`src/logic/lfdc_pkg.sv`:
```
// Constants for the LF receiver duty-cycle control block.
// Assumes a 100 MHz system clock and a nominal 1 kHz LF oscillator tick.
package lfdc_pkg;

  // Clock and time base
  localparam int unsigned CLK_PERIOD_PS   = 10000;
  localparam int unsigned LFO_PERIOD_MS   = 1;
  localparam int unsigned LFO_DIV_CYCLES  = (LFO_PERIOD_MS * 1000000000) / CLK_PERIOD_PS;
  localparam int unsigned INIT_TIME_MS    = 2;
  localparam logic [12:0] INIT_TICKS      = 13'((INIT_TIME_MS + LFO_PERIOD_MS - 1) / LFO_PERIOD_MS);
  localparam int unsigned RX_TIMEOUT_DEF  = 256;

  // Register offsets
  localparam logic [7:0] OFS_CTL_TWO   = 8'h21;
  localparam logic [7:0] OFS_CTL_THREE = 8'h22;
  localparam logic [7:0] OFS_STATUS    = 8'h23;
  localparam logic [7:0] OFS_MASK      = 8'h24;
  localparam logic [7:0] OFS_MODE      = 8'h25;

  // Field positions in control register three
  localparam int unsigned POS_DET_OUT  = 7;
  localparam int unsigned POS_TOGGLE   = 6;
  localparam int unsigned POS_SYNC     = 4;
  localparam int unsigned POS_CAR_TIME = 0;

  // Reset values
  localparam logic [3:0] RST_INTERVAL_SEL = 4'h6;
  localparam logic [3:0] RST_ON_TIME_SEL  = 4'h0;
  localparam logic       RST_TOGGLE       = 1'b0;
  localparam logic [1:0] RST_SYNC_SEL     = 2'h1;
  localparam logic [3:0] RST_CAR_TIME_SEL = 4'h0;
  localparam logic       RST_CARRIER_MODE = 1'b1;

  // Decode limits
  localparam logic [3:0]  ON_SEL_MAX     = 4'hA;
  localparam logic [3:0]  IVL_SEL_MAX    = 4'h9;
  localparam logic [12:0] IVL_BASE_TICKS = 13'h0010;
  localparam logic [12:0] IVL_MAX_TICKS  = 13'h1000;

  // Status bit positions
  localparam int unsigned EV_CARRIER = 0;
  localparam int unsigned EV_MSG_END = 1;
  localparam int unsigned EV_MSG_ERR = 2;
  localparam int unsigned EV_TIMEOUT = 3;
  localparam int unsigned EV_COUNT   = 4;

  typedef enum logic [2:0] {
    ST_WAIT = 3'b000,
    ST_CONT = 3'b001,
    ST_ON   = 3'b010,
    ST_RX   = 3'b011,
    ST_OFF  = 3'b100,
    ST_INIT = 3'b101
  } lfdc_state_e;

endpackage

```
`src/logic/lfdc_tick_if.sv`:
```
// Link between the LF tick divider and the duty-cycle controller.
// Both ends run on the system clock.
`timescale 1ns/1ps
interface lfdc_tick_if;
  logic tick;
  logic resync;

  modport gen (output tick, input resync);
  modport use_tick (input tick, output resync);
endinterface

```
`src/logic/lfdc_lfo_div.sv`:
```
// Divider making the nominal LF oscillator tick as a one-cycle enable.
// Assumes clock_i is the system clock; resync restarts the LF phase.
`timescale 1ns/1ps
module lfdc_lfo_div
  import lfdc_pkg::*;
#(
  parameter int unsigned DIV_CYCLES = LFO_DIV_CYCLES
) (
  input  wire logic  clock_i,
  input  wire logic  arst_n_i,
  lfdc_tick_if.gen   tick_if
);

  typedef struct packed {
    logic [31:0] cnt;
    logic        tick;
  } lfdc_div_s;

  lfdc_div_s div_reg;
  lfdc_div_s div_next;

  always_comb begin
    div_next      = div_reg;
    div_next.tick = 1'b0;
    if (tick_if.resync) begin
      div_next.cnt = 32'h0;
    end else if (div_reg.cnt >= DIV_CYCLES - 1) begin
      div_next.cnt  = 32'h0;
      div_next.tick = 1'b1;
    end else begin
      div_next.cnt = div_reg.cnt + 32'h1;
    end
  end

  always_ff @(posedge clock_i or negedge arst_n_i) begin
    if (!arst_n_i) begin
      div_reg <= '0;
    end else begin
      div_reg <= div_next;
    end
  end

  assign tick_if.tick = div_reg.tick;

endmodule

```
`src/logic/lfdc_duty_ctrl.sv`:
```
// LF receiver duty-cycle controller: sampling schedule, detector power,
// carrier/data mode handling, control registers and interrupt.
// Assumes a single 100 MHz clock; slicer input is asynchronous, message
// status inputs come from logic on the same clock.
//
// The strobed register port was chosen for this implementation.
`timescale 1ns/1ps
module lfdc_duty_ctrl
  import lfdc_pkg::*;
#(
  parameter int unsigned LFO_DIV    = LFO_DIV_CYCLES,
  parameter int unsigned RX_TIMEOUT = RX_TIMEOUT_DEF
) (
  input  wire logic        clock_i,
  input  wire logic        arst_n_i,
  input  wire logic [7:0]  addr_i,
  input  wire logic [7:0]  wdata_i,
  input  wire logic        wr_i,
  input  wire logic        rd_i,
  output logic      [7:0]  rdata_o,
  input  wire logic        slicer_i,
  input  wire logic        msg_end_i,
  input  wire logic        msg_err_i,
  output logic             detector_en_o,
  output logic             detector_init_o,
  output logic             carrier_mode_o,
  output logic      [1:0]  sync_sel_o,
  output logic             irq_o
);

  typedef struct packed {
    logic [3:0]  sample_interval_sel;
    logic [3:0]  detector_on_time_sel;
    logic        mode_toggle_en;
    logic [1:0]  sync_sel;
    logic [3:0]  min_carrier_time_sel;
    logic        carrier_mode_sel;
    logic [3:0]  status;
    logic [3:0]  mask;
    logic [7:0]  rdata;
    lfdc_state_e state;
    logic [12:0] ivl_cnt;
    logic [4:0]  car_cnt;
    logic [12:0] rx_cnt;
    logic        det_en;
    logic        det_init;
    logic        irq;
  } lfdc_ctrl_s;

  lfdc_ctrl_s  ctrl_reg;
  lfdc_ctrl_s  ctrl_next;
  logic [1:0]  slicer_sync_reg;
  logic        slicer;
  logic        tick;
  lfdc_tick_if tick_if ();

  // ON window length in LF ticks
  function automatic logic [12:0] on_ticks(input logic [3:0] sel);
    logic [3:0] s;
    s = (sel > ON_SEL_MAX) ? ON_SEL_MAX : sel;
    return 13'h0001 << s;
  endfunction

  // Sampling interval in LF ticks, zero means continuous
  function automatic logic [12:0] ivl_ticks(input logic [3:0] sel);
    logic [12:0] t;
    t = 13'h0000;
    if (sel > IVL_SEL_MAX) begin
      t = IVL_MAX_TICKS;
    end else if (sel != 4'h0) begin
      t = IVL_BASE_TICKS << (sel - 4'h1);
    end
    return t;
  endfunction

  lfdc_lfo_div #(
    .DIV_CYCLES (LFO_DIV)
  ) u_lfo_div (
    .clock_i  (clock_i),
    .arst_n_i (arst_n_i),
    .tick_if  (tick_if.gen)
  );

  assign tick = tick_if.tick;

  // Slicer sync has no reset so the read-back bit ignores reset
  always_ff @(posedge clock_i) begin
    slicer_sync_reg <= {slicer_sync_reg[0], slicer_i};
  end

  assign slicer = slicer_sync_reg[1];

  always_comb begin
    logic [12:0]         period;
    logic [12:0]         on_len;
    logic [4:0]          car_min;
    logic [EV_COUNT-1:0] ev;
    logic                seq_end;
    logic                ctl2_wr;

    period  = ivl_ticks(ctrl_reg.sample_interval_sel);
    on_len  = on_ticks(ctrl_reg.detector_on_time_sel);
    car_min = {1'b0, ctrl_reg.min_carrier_time_sel} + 5'h01;
    ev      = '0;
    seq_end = 1'b0;
    ctl2_wr = wr_i && (addr_i == OFS_CTL_TWO);

    ctrl_next       = ctrl_reg;
    ctrl_next.rdata = 8'h00;
    tick_if.resync  = 1'b0;

    // Schedule
    unique case (ctrl_reg.state)
      ST_WAIT: begin
        if (tick) begin
          ctrl_next.ivl_cnt = 13'h0000;
          ctrl_next.car_cnt = 5'h00;
          ctrl_next.state   = (period == 13'h0000) ? ST_CONT : ST_ON;
        end
      end
      ST_CONT: begin
        ctrl_next.state = ST_CONT;
      end
      ST_ON: begin
        if (!ctrl_reg.carrier_mode_sel && slicer) begin
          ctrl_next.state  = ST_RX;
          ctrl_next.rx_cnt = 13'h0000;
        end else if (tick) begin
          ctrl_next.ivl_cnt = ctrl_reg.ivl_cnt + 13'h0001;
          if (ctrl_reg.carrier_mode_sel) begin
            ctrl_next.car_cnt = slicer ? ctrl_reg.car_cnt + 5'h01 : 5'h00;
          end
          if (ctrl_reg.carrier_mode_sel && slicer && (ctrl_reg.car_cnt + 5'h01 >= car_min)) begin
            ev[EV_CARRIER]  = 1'b1;
            seq_end         = 1'b1;
            ctrl_next.state = ST_OFF;
          end else if (ctrl_reg.ivl_cnt + 13'h0001 >= on_len) begin
            seq_end         = 1'b1;
            ctrl_next.state = ST_OFF;
          end
        end
      end
      ST_RX: begin
        if (tick) begin
          ctrl_next.ivl_cnt = (ctrl_reg.ivl_cnt < IVL_MAX_TICKS) ? ctrl_reg.ivl_cnt + 13'h0001 : ctrl_reg.ivl_cnt;
          ctrl_next.rx_cnt  = ctrl_reg.rx_cnt + 13'h0001;
        end
        if (msg_end_i || msg_err_i) begin
          ev[EV_MSG_END]  = msg_end_i;
          ev[EV_MSG_ERR]  = msg_err_i;
          seq_end         = 1'b1;
          ctrl_next.state = ST_OFF;
        end else if (tick && (ctrl_reg.rx_cnt + 13'h0001 >= 13'(RX_TIMEOUT))) begin
          ev[EV_TIMEOUT]  = 1'b1;
          seq_end         = 1'b1;
          ctrl_next.state = ST_OFF;
        end
      end
      ST_OFF, ST_INIT: begin
        if (tick) begin
          ctrl_next.ivl_cnt = ctrl_reg.ivl_cnt + 13'h0001;
          if (ctrl_reg.ivl_cnt + 13'h0001 >= period) begin
            ctrl_next.ivl_cnt = 13'h0000;
            ctrl_next.car_cnt = 5'h00;
            ctrl_next.state   = ST_ON;
          end else if ((period > on_len + INIT_TICKS) &&
                       (ctrl_reg.ivl_cnt + 13'h0001 >= period - INIT_TICKS)) begin
            ctrl_next.state = ST_INIT;
          end
        end
      end
      default: begin
        ctrl_next.state = ST_WAIT;
      end
    endcase

    if (seq_end && ctrl_reg.mode_toggle_en) begin
      ctrl_next.carrier_mode_sel = ~ctrl_reg.carrier_mode_sel;
    end

    // Register writes
    if (wr_i) begin
      unique case (addr_i)
        OFS_CTL_TWO: begin
          ctrl_next.sample_interval_sel  = wdata_i[7:4];
          ctrl_next.detector_on_time_sel = wdata_i[3:0];
        end
        OFS_CTL_THREE: begin
          ctrl_next.mode_toggle_en       = wdata_i[POS_TOGGLE];
          ctrl_next.sync_sel             = wdata_i[POS_SYNC +: 2];
          ctrl_next.min_carrier_time_sel = wdata_i[POS_CAR_TIME +: 4];
        end
        OFS_MASK: begin
          ctrl_next.mask = wdata_i[EV_COUNT-1:0];
        end
        OFS_MODE: begin
          ctrl_next.carrier_mode_sel = wdata_i[0];
        end
        default: begin
          ctrl_next.rdata = 8'h00;
        end
      endcase
    end

    if (ctl2_wr) begin
      ctrl_next.state = ST_WAIT;
    end

    // Sticky events, set wins over clear
    if (wr_i && (addr_i == OFS_STATUS)) begin
      ctrl_next.status = ctrl_reg.status & ~wdata_i[EV_COUNT-1:0];
    end
    ctrl_next.status = ctrl_next.status | ev;

    // Reads
    if (rd_i) begin
      unique case (addr_i)
        OFS_CTL_TWO: begin
          ctrl_next.rdata = {ctrl_reg.sample_interval_sel, ctrl_reg.detector_on_time_sel};
        end
        OFS_CTL_THREE: begin
          ctrl_next.rdata = {slicer, ctrl_reg.mode_toggle_en, ctrl_reg.sync_sel,
                             ctrl_reg.min_carrier_time_sel};
        end
        OFS_STATUS: begin
          ctrl_next.rdata = {4'h0, ctrl_reg.status};
        end
        OFS_MASK: begin
          ctrl_next.rdata = {4'h0, ctrl_reg.mask};
        end
        OFS_MODE: begin
          ctrl_next.rdata = {4'h0, 1'b0, ctrl_reg.state};
          ctrl_next.rdata[POS_DET_OUT] = ctrl_reg.carrier_mode_sel;
        end
        default: begin
          ctrl_next.rdata = 8'h00;
        end
      endcase
    end

    ctrl_next.det_en   = (ctrl_next.state == ST_ON) || (ctrl_next.state == ST_RX) ||
                         (ctrl_next.state == ST_CONT);
    ctrl_next.det_init = (ctrl_next.state == ST_INIT);
    ctrl_next.irq      = |(ctrl_next.status & ctrl_next.mask);
  end

  always_ff @(posedge clock_i or negedge arst_n_i) begin
    if (!arst_n_i) begin
      ctrl_reg                      <= '0;
      ctrl_reg.sample_interval_sel  <= RST_INTERVAL_SEL;
      ctrl_reg.detector_on_time_sel <= RST_ON_TIME_SEL;
      ctrl_reg.mode_toggle_en       <= RST_TOGGLE;
      ctrl_reg.sync_sel             <= RST_SYNC_SEL;
      ctrl_reg.min_carrier_time_sel <= RST_CAR_TIME_SEL;
      ctrl_reg.carrier_mode_sel     <= RST_CARRIER_MODE;
      ctrl_reg.state                <= ST_WAIT;
    end else begin
      ctrl_reg <= ctrl_next;
    end
  end

  assign rdata_o         = ctrl_reg.rdata;
  assign detector_en_o   = ctrl_reg.det_en;
  assign detector_init_o = ctrl_reg.det_init;
  assign carrier_mode_o  = ctrl_reg.carrier_mode_sel;
  assign sync_sel_o      = ctrl_reg.sync_sel;
  assign irq_o           = ctrl_reg.irq;

endmodule

```
`config.mk`:
```
export PLATFORM = sky130hd
export DESIGN_NAME = lfdc_duty_ctrl
export DESIGN_NICKNAME = d
export VERILOG_FILES = /design/src/logic/lfdc_pkg.sv /design/src/logic/lfdc_tick_if.sv /design/src/logic/lfdc_lfo_div.sv /design/src/logic/lfdc_duty_ctrl.sv
export SDC_FILE = /design/constraint.sdc
export NUM_CORES = 1
export LEC_CHECK = 0
export BUFFER_PORTS_ARGS = -buffer_cell sky130_fd_sc_hd__buf_2
export CORE_ASPECT_RATIO = 1.1
export CORE_MARGIN = 4
export CORE_UTILIZATION = 30
export CTS_CLUSTER_SIZE = 10
export DETAILED_ROUTE_END_ITERATION = 8
export PLACE_DENSITY = 0.42
export SLEW_MARGIN = 40
export SYNTH_ARGS = -nofsm -noshare
export SYNTH_HDL_FRONTEND = slang
export SYNTH_SLANG_ARGS = --single-unit
```
`constraint.sdc`:
```
create_clock -name clock_i -period 4.1 [get_ports clock_i]
set_input_delay 0.205 -clock clock_i [delete_from_list [all_inputs] [get_ports clock_i]]
set_output_delay 0.205 -clock clock_i [all_outputs]
set_load 0.01 [all_outputs]
```
Word-level counts from Yosys, hierarchy flattened
Index checks and enable logic that the tools add are counted.
{"block": "word_totals", "in_bits": 23, "word_cells": 143, "regBits": 104, "output_inout_bits": 14}
{"block": "classes", "n_reduce_logical": 25, "n_mux": 51, "shifts": 2, "bitwise_logic": 5, "n_lt_le_gt_ge": 10, "eq_ne": 23, "addsub": 8}
{"op": "$mux 13", "count": 6}
{"op": "$mux 21", "count": 3}
{"op": "$pmux 13 s4", "count": 1}
{"op": "$eq 8x6->1 const B", "count": 5}
{"op": "$pmux 8 s5", "count": 1}
{"op": "$ge 13x13->1", "count": 3}
{"op": "$mux 18", "count": 2}
{"op": "$add 32x1->32 const B", "count": 1}
{"op": "$ge 32x17->1 const B", "count": 1}
{"op": "$mux 32", "count": 1}
{"op": "$mux 3", "count": 9}
{"op": "$add 13x1->13 const B", "count": 2}
{"op": "$pmux 13 s2", "count": 1}
{"op": "$mux 1", "count": 15}
{"op": "$pmux 3 s5", "count": 1}
{"op": "$pmux 5 s3", "count": 1}
{"op": "$reduce_and 7->1", "count": 2}
{"op": "$add 13x2->13 const B", "count": 1}
{"op": "$ge 13x9->1 const B", "count": 1}
{"op": "$gt 13x13->1", "count": 1}
{"op": "$logic_not 13->1", "count": 1}
{"op": "$lt 13x13->1 const B", "count": 1}
{"op": "$shl 1x4->13 const A", "count": 1}
{"op": "$shl 5x4->13 const A", "count": 1}
{"op": "other kinds (32)", "count": 62}

Depth between registers and ports, before layout
{"block": "depth", "depth_word": 15, "ltp_mapped": 14, "ltp_nobuf": 13}

Modules after synthesis
Synthesis repeated with hierarchy kept, for this count alone.
{"block": "hier_totals", "hier_cells": 718, "hier_area_um2": 6621.4}
{"mod": "lfdc_duty_ctrl", "cells_each": 603, "area_per_inst_um2": 5295.1, "instances": 1, "seq_area_each_um2": 1771.7}
{"mod": "lfdc_lfo_div", "cells_each": 115, "area_per_inst_um2": 1326.3, "instances": 1, "seq_area_each_um2": 825.8}

Worst setup path after synthesis
Ideal clock, no wire load.
{"block": "synth_timing", "path_kind": "reg2reg", "start": "register ctrl_reg[24] (netlist name)", "end": "register ctrl_reg (netlist bit detector_en_o)", "t_arrival_ns": 2.881, "t_required_ns": 3.962, "setup_slack_ns": 1.081, "setup_ns": 0.138, "stages_incl_launch_ff": 14, "synth_period_minus_slack_ns": 3.019, "n_path_buf": 1, "path_cell_list": "dfrtp_1 > clkbuf_1 > nand4_1 > nor2_1 > and3_1 > xor2_1 > ha_1 > nand3_1 > or4_1 > o21ba_2 > a21boi_2 > o22ai_1 > a31oi_4 > a211oi_1"}
{"item": "start, declared", "line_no": "lfdc_duty_ctrl.sv:50", "text": "lfdc_ctrl_s ctrl_reg;"}
{"item": "start signal, assigned", "line_no": "lfdc_duty_ctrl.sv:258", "text": "ctrl_reg <= ctrl_next;"}

==> results_dict.tcl <==
set metrics [dict create \
    drt-initial-drc-count 213 \
    routed_wl_um 16570 \
    yosysWarnings 0 \
    layout-drive-gt1-share_pct 14.99 \
    ir_drop_mv 0.1756 \
    num_antenna_cells 0 \
    crit_type "flop to flop" \
    clock_latency_ps 350 \
    rsz0062_at_grt "no" \
    ys.flop_type "dfrtp_1" \
    grt_pass1_vias 5259 \
    ys_ff_latch 104 \
    min_path_type "primary input to flop" \
    worstRegToRegCells 13 \
    hold_viol 0 \
    crit_fanout 7 \
    cts-buffers-inserted 9 \
    r2r_end "detector_en_o" \
    cts_tree "done" \
    avgSynthCellArea_sq_um 9.624 \
    area_delta_synth_final_pct 13.16 \
    fmax_mhz 284.1 \
    outcome "finished clean" \
    htreeDepth 3 \
    route.detailed.drc 0 \
    wl_per_cell_um 16.59 \
    cp-startpoint "ctrl_reg[21]" \
    slew_violations 0 \
    endpoint "detector_en_o" \
    power_density_nw_per_um2 379.1 \
    clock-sinks 104 \
    gp_congestion 0.8330 \
    critPathSlowestCell "a221oi_1" \
    ys_top_cells_by_area "dfrtp_1 38%, ha_1 11%, nand2_1 4.2%" \
    ys_seq_area_share_pct 40.40 \
    instances_no_fill 999 \
    largest_register_ffs 55 \
    grtUsageTotal_pct 14.30 \
    timing.rr.start "ctrl_reg[21]" \
    min_period_over_period_pct 85.86 \
    synth_area_sq_um 6429 \
    root_buffer "clkbuf_16" \
    synth-edff-count 0 \
    synth_cell_types 76 \
    place_area_sq_um 6920 \
    min_period_ps 3520 \
    dieArea_sq_um 23840 \
    crit_path_max_incr_delay_ps 480 \
    rrSetupSlack_ps 580 \
    dr_total_vias 5036 \
    tightest_slew_ps 726.4 \
    synth.largest_area_cell "dfrtp_1" \
    ctsLongestPathBuffers 2 \
    yosysTopAreaCellShare_pct 38.15 \
    dp.final_hpwl_um 12400 \
    io_pins 37 \
    antenna_found_initial 0 \
    grt_max_degree 54 \
    grt_pass1_wl_um 27490 \
    endpoint_kind "flop" \
    crit_chain "ha_1 -> nand2_2 -> nor2_1 -> nand4_1 -> xnor2_1 -> ha_1 -> nand2_1 -> nor4_1 -> a211oi_1 -> a41oi_1 -> a221oi_1 -> o21ai_0 -> a211oi_1" \
    cp.required_ps 4350 \
    setup_tns_ps 0 \
    rows 55 \
    design.core.area_sq_um 20850 \
    die_x_um 147.6 \
    first_pass_iters 5 \
    clock_skew_ps 11.32 \
    cts_setup_buffers 0 \
    cap_violations 0 \
    cp-start-kind "flop" \
    slew_headroom_pct 51.17 \
    crit_arrival_ps 3770 \
    start_util_pct 30.83 \
    synth_cells 668 \
    vias_per_cell 5.041 \
    async_flop_share_pct 98.08 \
    setup_viol 0 \
    drtAntennaViolNets 0 \
    hp-start "wdata_i[7]" \
    p_leak_nw 3.333 \
    fin_area_sq_um 7274 \
    port_buffers 36 \
    die_h_um 161.5 \
    grt-ovfl-total 0 \
    layout.nets 786 \
    place_inst 981 \
    path_clk_slew_ps 80 \
]
[worst min path at each step]
stage                           endpoint  slack, ps  cells past startpoint
floorplan                   ctrl_reg[10]        -90                      0
global placement    u_lfo_div.div_reg[8]        120                      1
detailed placement  u_lfo_div.div_reg[8]        130                      1
CTS                         ctrl_reg[68]         70                      2
global route                ctrl_reg[68]         80                      2
finish                      ctrl_reg[68]         80                      2
[stage by stage]
| stage | total power, mW | util [%] | hold slack (ps) | worst slack (ps) |
|---|---|---|---|---|
| final | 2.758 | 34.89 | 81.84 | 579.7 |
| after floorplan | 1.600 | - | -90.59 | 1081 |
| after CTS | 2.802 | 34.86 | 66.88 | 519.5 |
| after global routing | 2.924 | 34.89 | 77.44 | 203.5 |
| after detailed placement | 1.797 | 33.19 | 127.9 | 558.7 |
| after global placement | 1.793 | 33.14 | 123.0 | 607.5 |
[power breakdown]
group	internal (mW)	switching, mW
clock	0.559	0.421
combinational	0.221	0.367
sequential	1.10	0.0948
[cells by family after synthesis]
kind of cell	share of synthesized area [%]
and+or+nand+nor	20.88
AOI/OAI and AO/OA	14.27
DFF	40.40
buffers and inverters	4.009
adders and majority gates	10.51
xor gates and xnor gates	5.450
muxes	4.360
other	0.1168
[placed cells by master, fill, tap and decap left out, drive strengths merged, types with 5 or more instances in the layout]
cell type,netlist,routed
dfrtp,98,98
nand2,74,74
nor2,60,60
ha,54,54
buf,17,42
o21ai,31,31
nand3,30,30
inv,24,26
mux2,24,24
nand4,22,22
xor2,21,21
a21oi,21,21
xnor2,19,19
conb,2,19
nor2b,14,14
a211oi,11,11
a32o,11,11
clkbuf,14,11
and3,10,10
a22oi,10,10
nor3,10,10
nor4,8,8
and2,7,7
a21o,6,6
nand2b,5,5
[cell type report]
cell class | count | area, sq um
well taps | 285 | 356.6
clock inverters | 5 | 86.33
repair buffers | 44 | 247.7
multi-input cells | 526 | 3654
flip-flops and latches | 104 | 2597
fillers | 2155 | 13580
clock buffers | 11 | 242.7
inverters | 24 | 90.09
[routing by layer]
layer	vias up	wire [um]	global-route usage, %	part of all wire (%)
met1	2451	7703	18.64	46
li1	2459	-	-	-
met5	-	0	0	0
met4	0	392	5.212	2.4
met2	100	7930	23.91	48
met3	26	547	2.385	3.3
[cells in the mapped netlist, drive strengths merged, types with 3 or more instances]
library cell,n
dfrtp,98
nand2,74
nor2,60
ha,54
o21ai,31
nand3,30
inv,24
mux2,24
nand4,22
a21oi,21
xor2,21
xnor2,19
buf,17
clkbuf,14
nor2b,14
a211oi,11
a32o,11
a22oi,10
and3,10
nor3,10
nor4,8
and2,7
a21o,6
nand2b,5
a22o,4
a31oi,4
dfstp,4
or3,4
a21boi,3
and4,3
o21a,3
[critical path: cells and delay by family (launching register included)]
| kind | cells | cell delay [ps] |
|---|---|---|
| compound gates | 5 | 1310 |
| flops | 1 | 470 |
| xor+xnor | 1 | 390 |
| simple gates | 5 | 630 |
| fa+ha+maj | 2 | 620 |
[timing repair]
action / 4_1_cts / 5_1_grt
gates resized for setup: 0 / 0
hold buffers: 2 / 0
setup endpoints to repair: 0 / 0
endpoints found under the hold margin: 22 / 0
(Power assumes the default switching activity.)
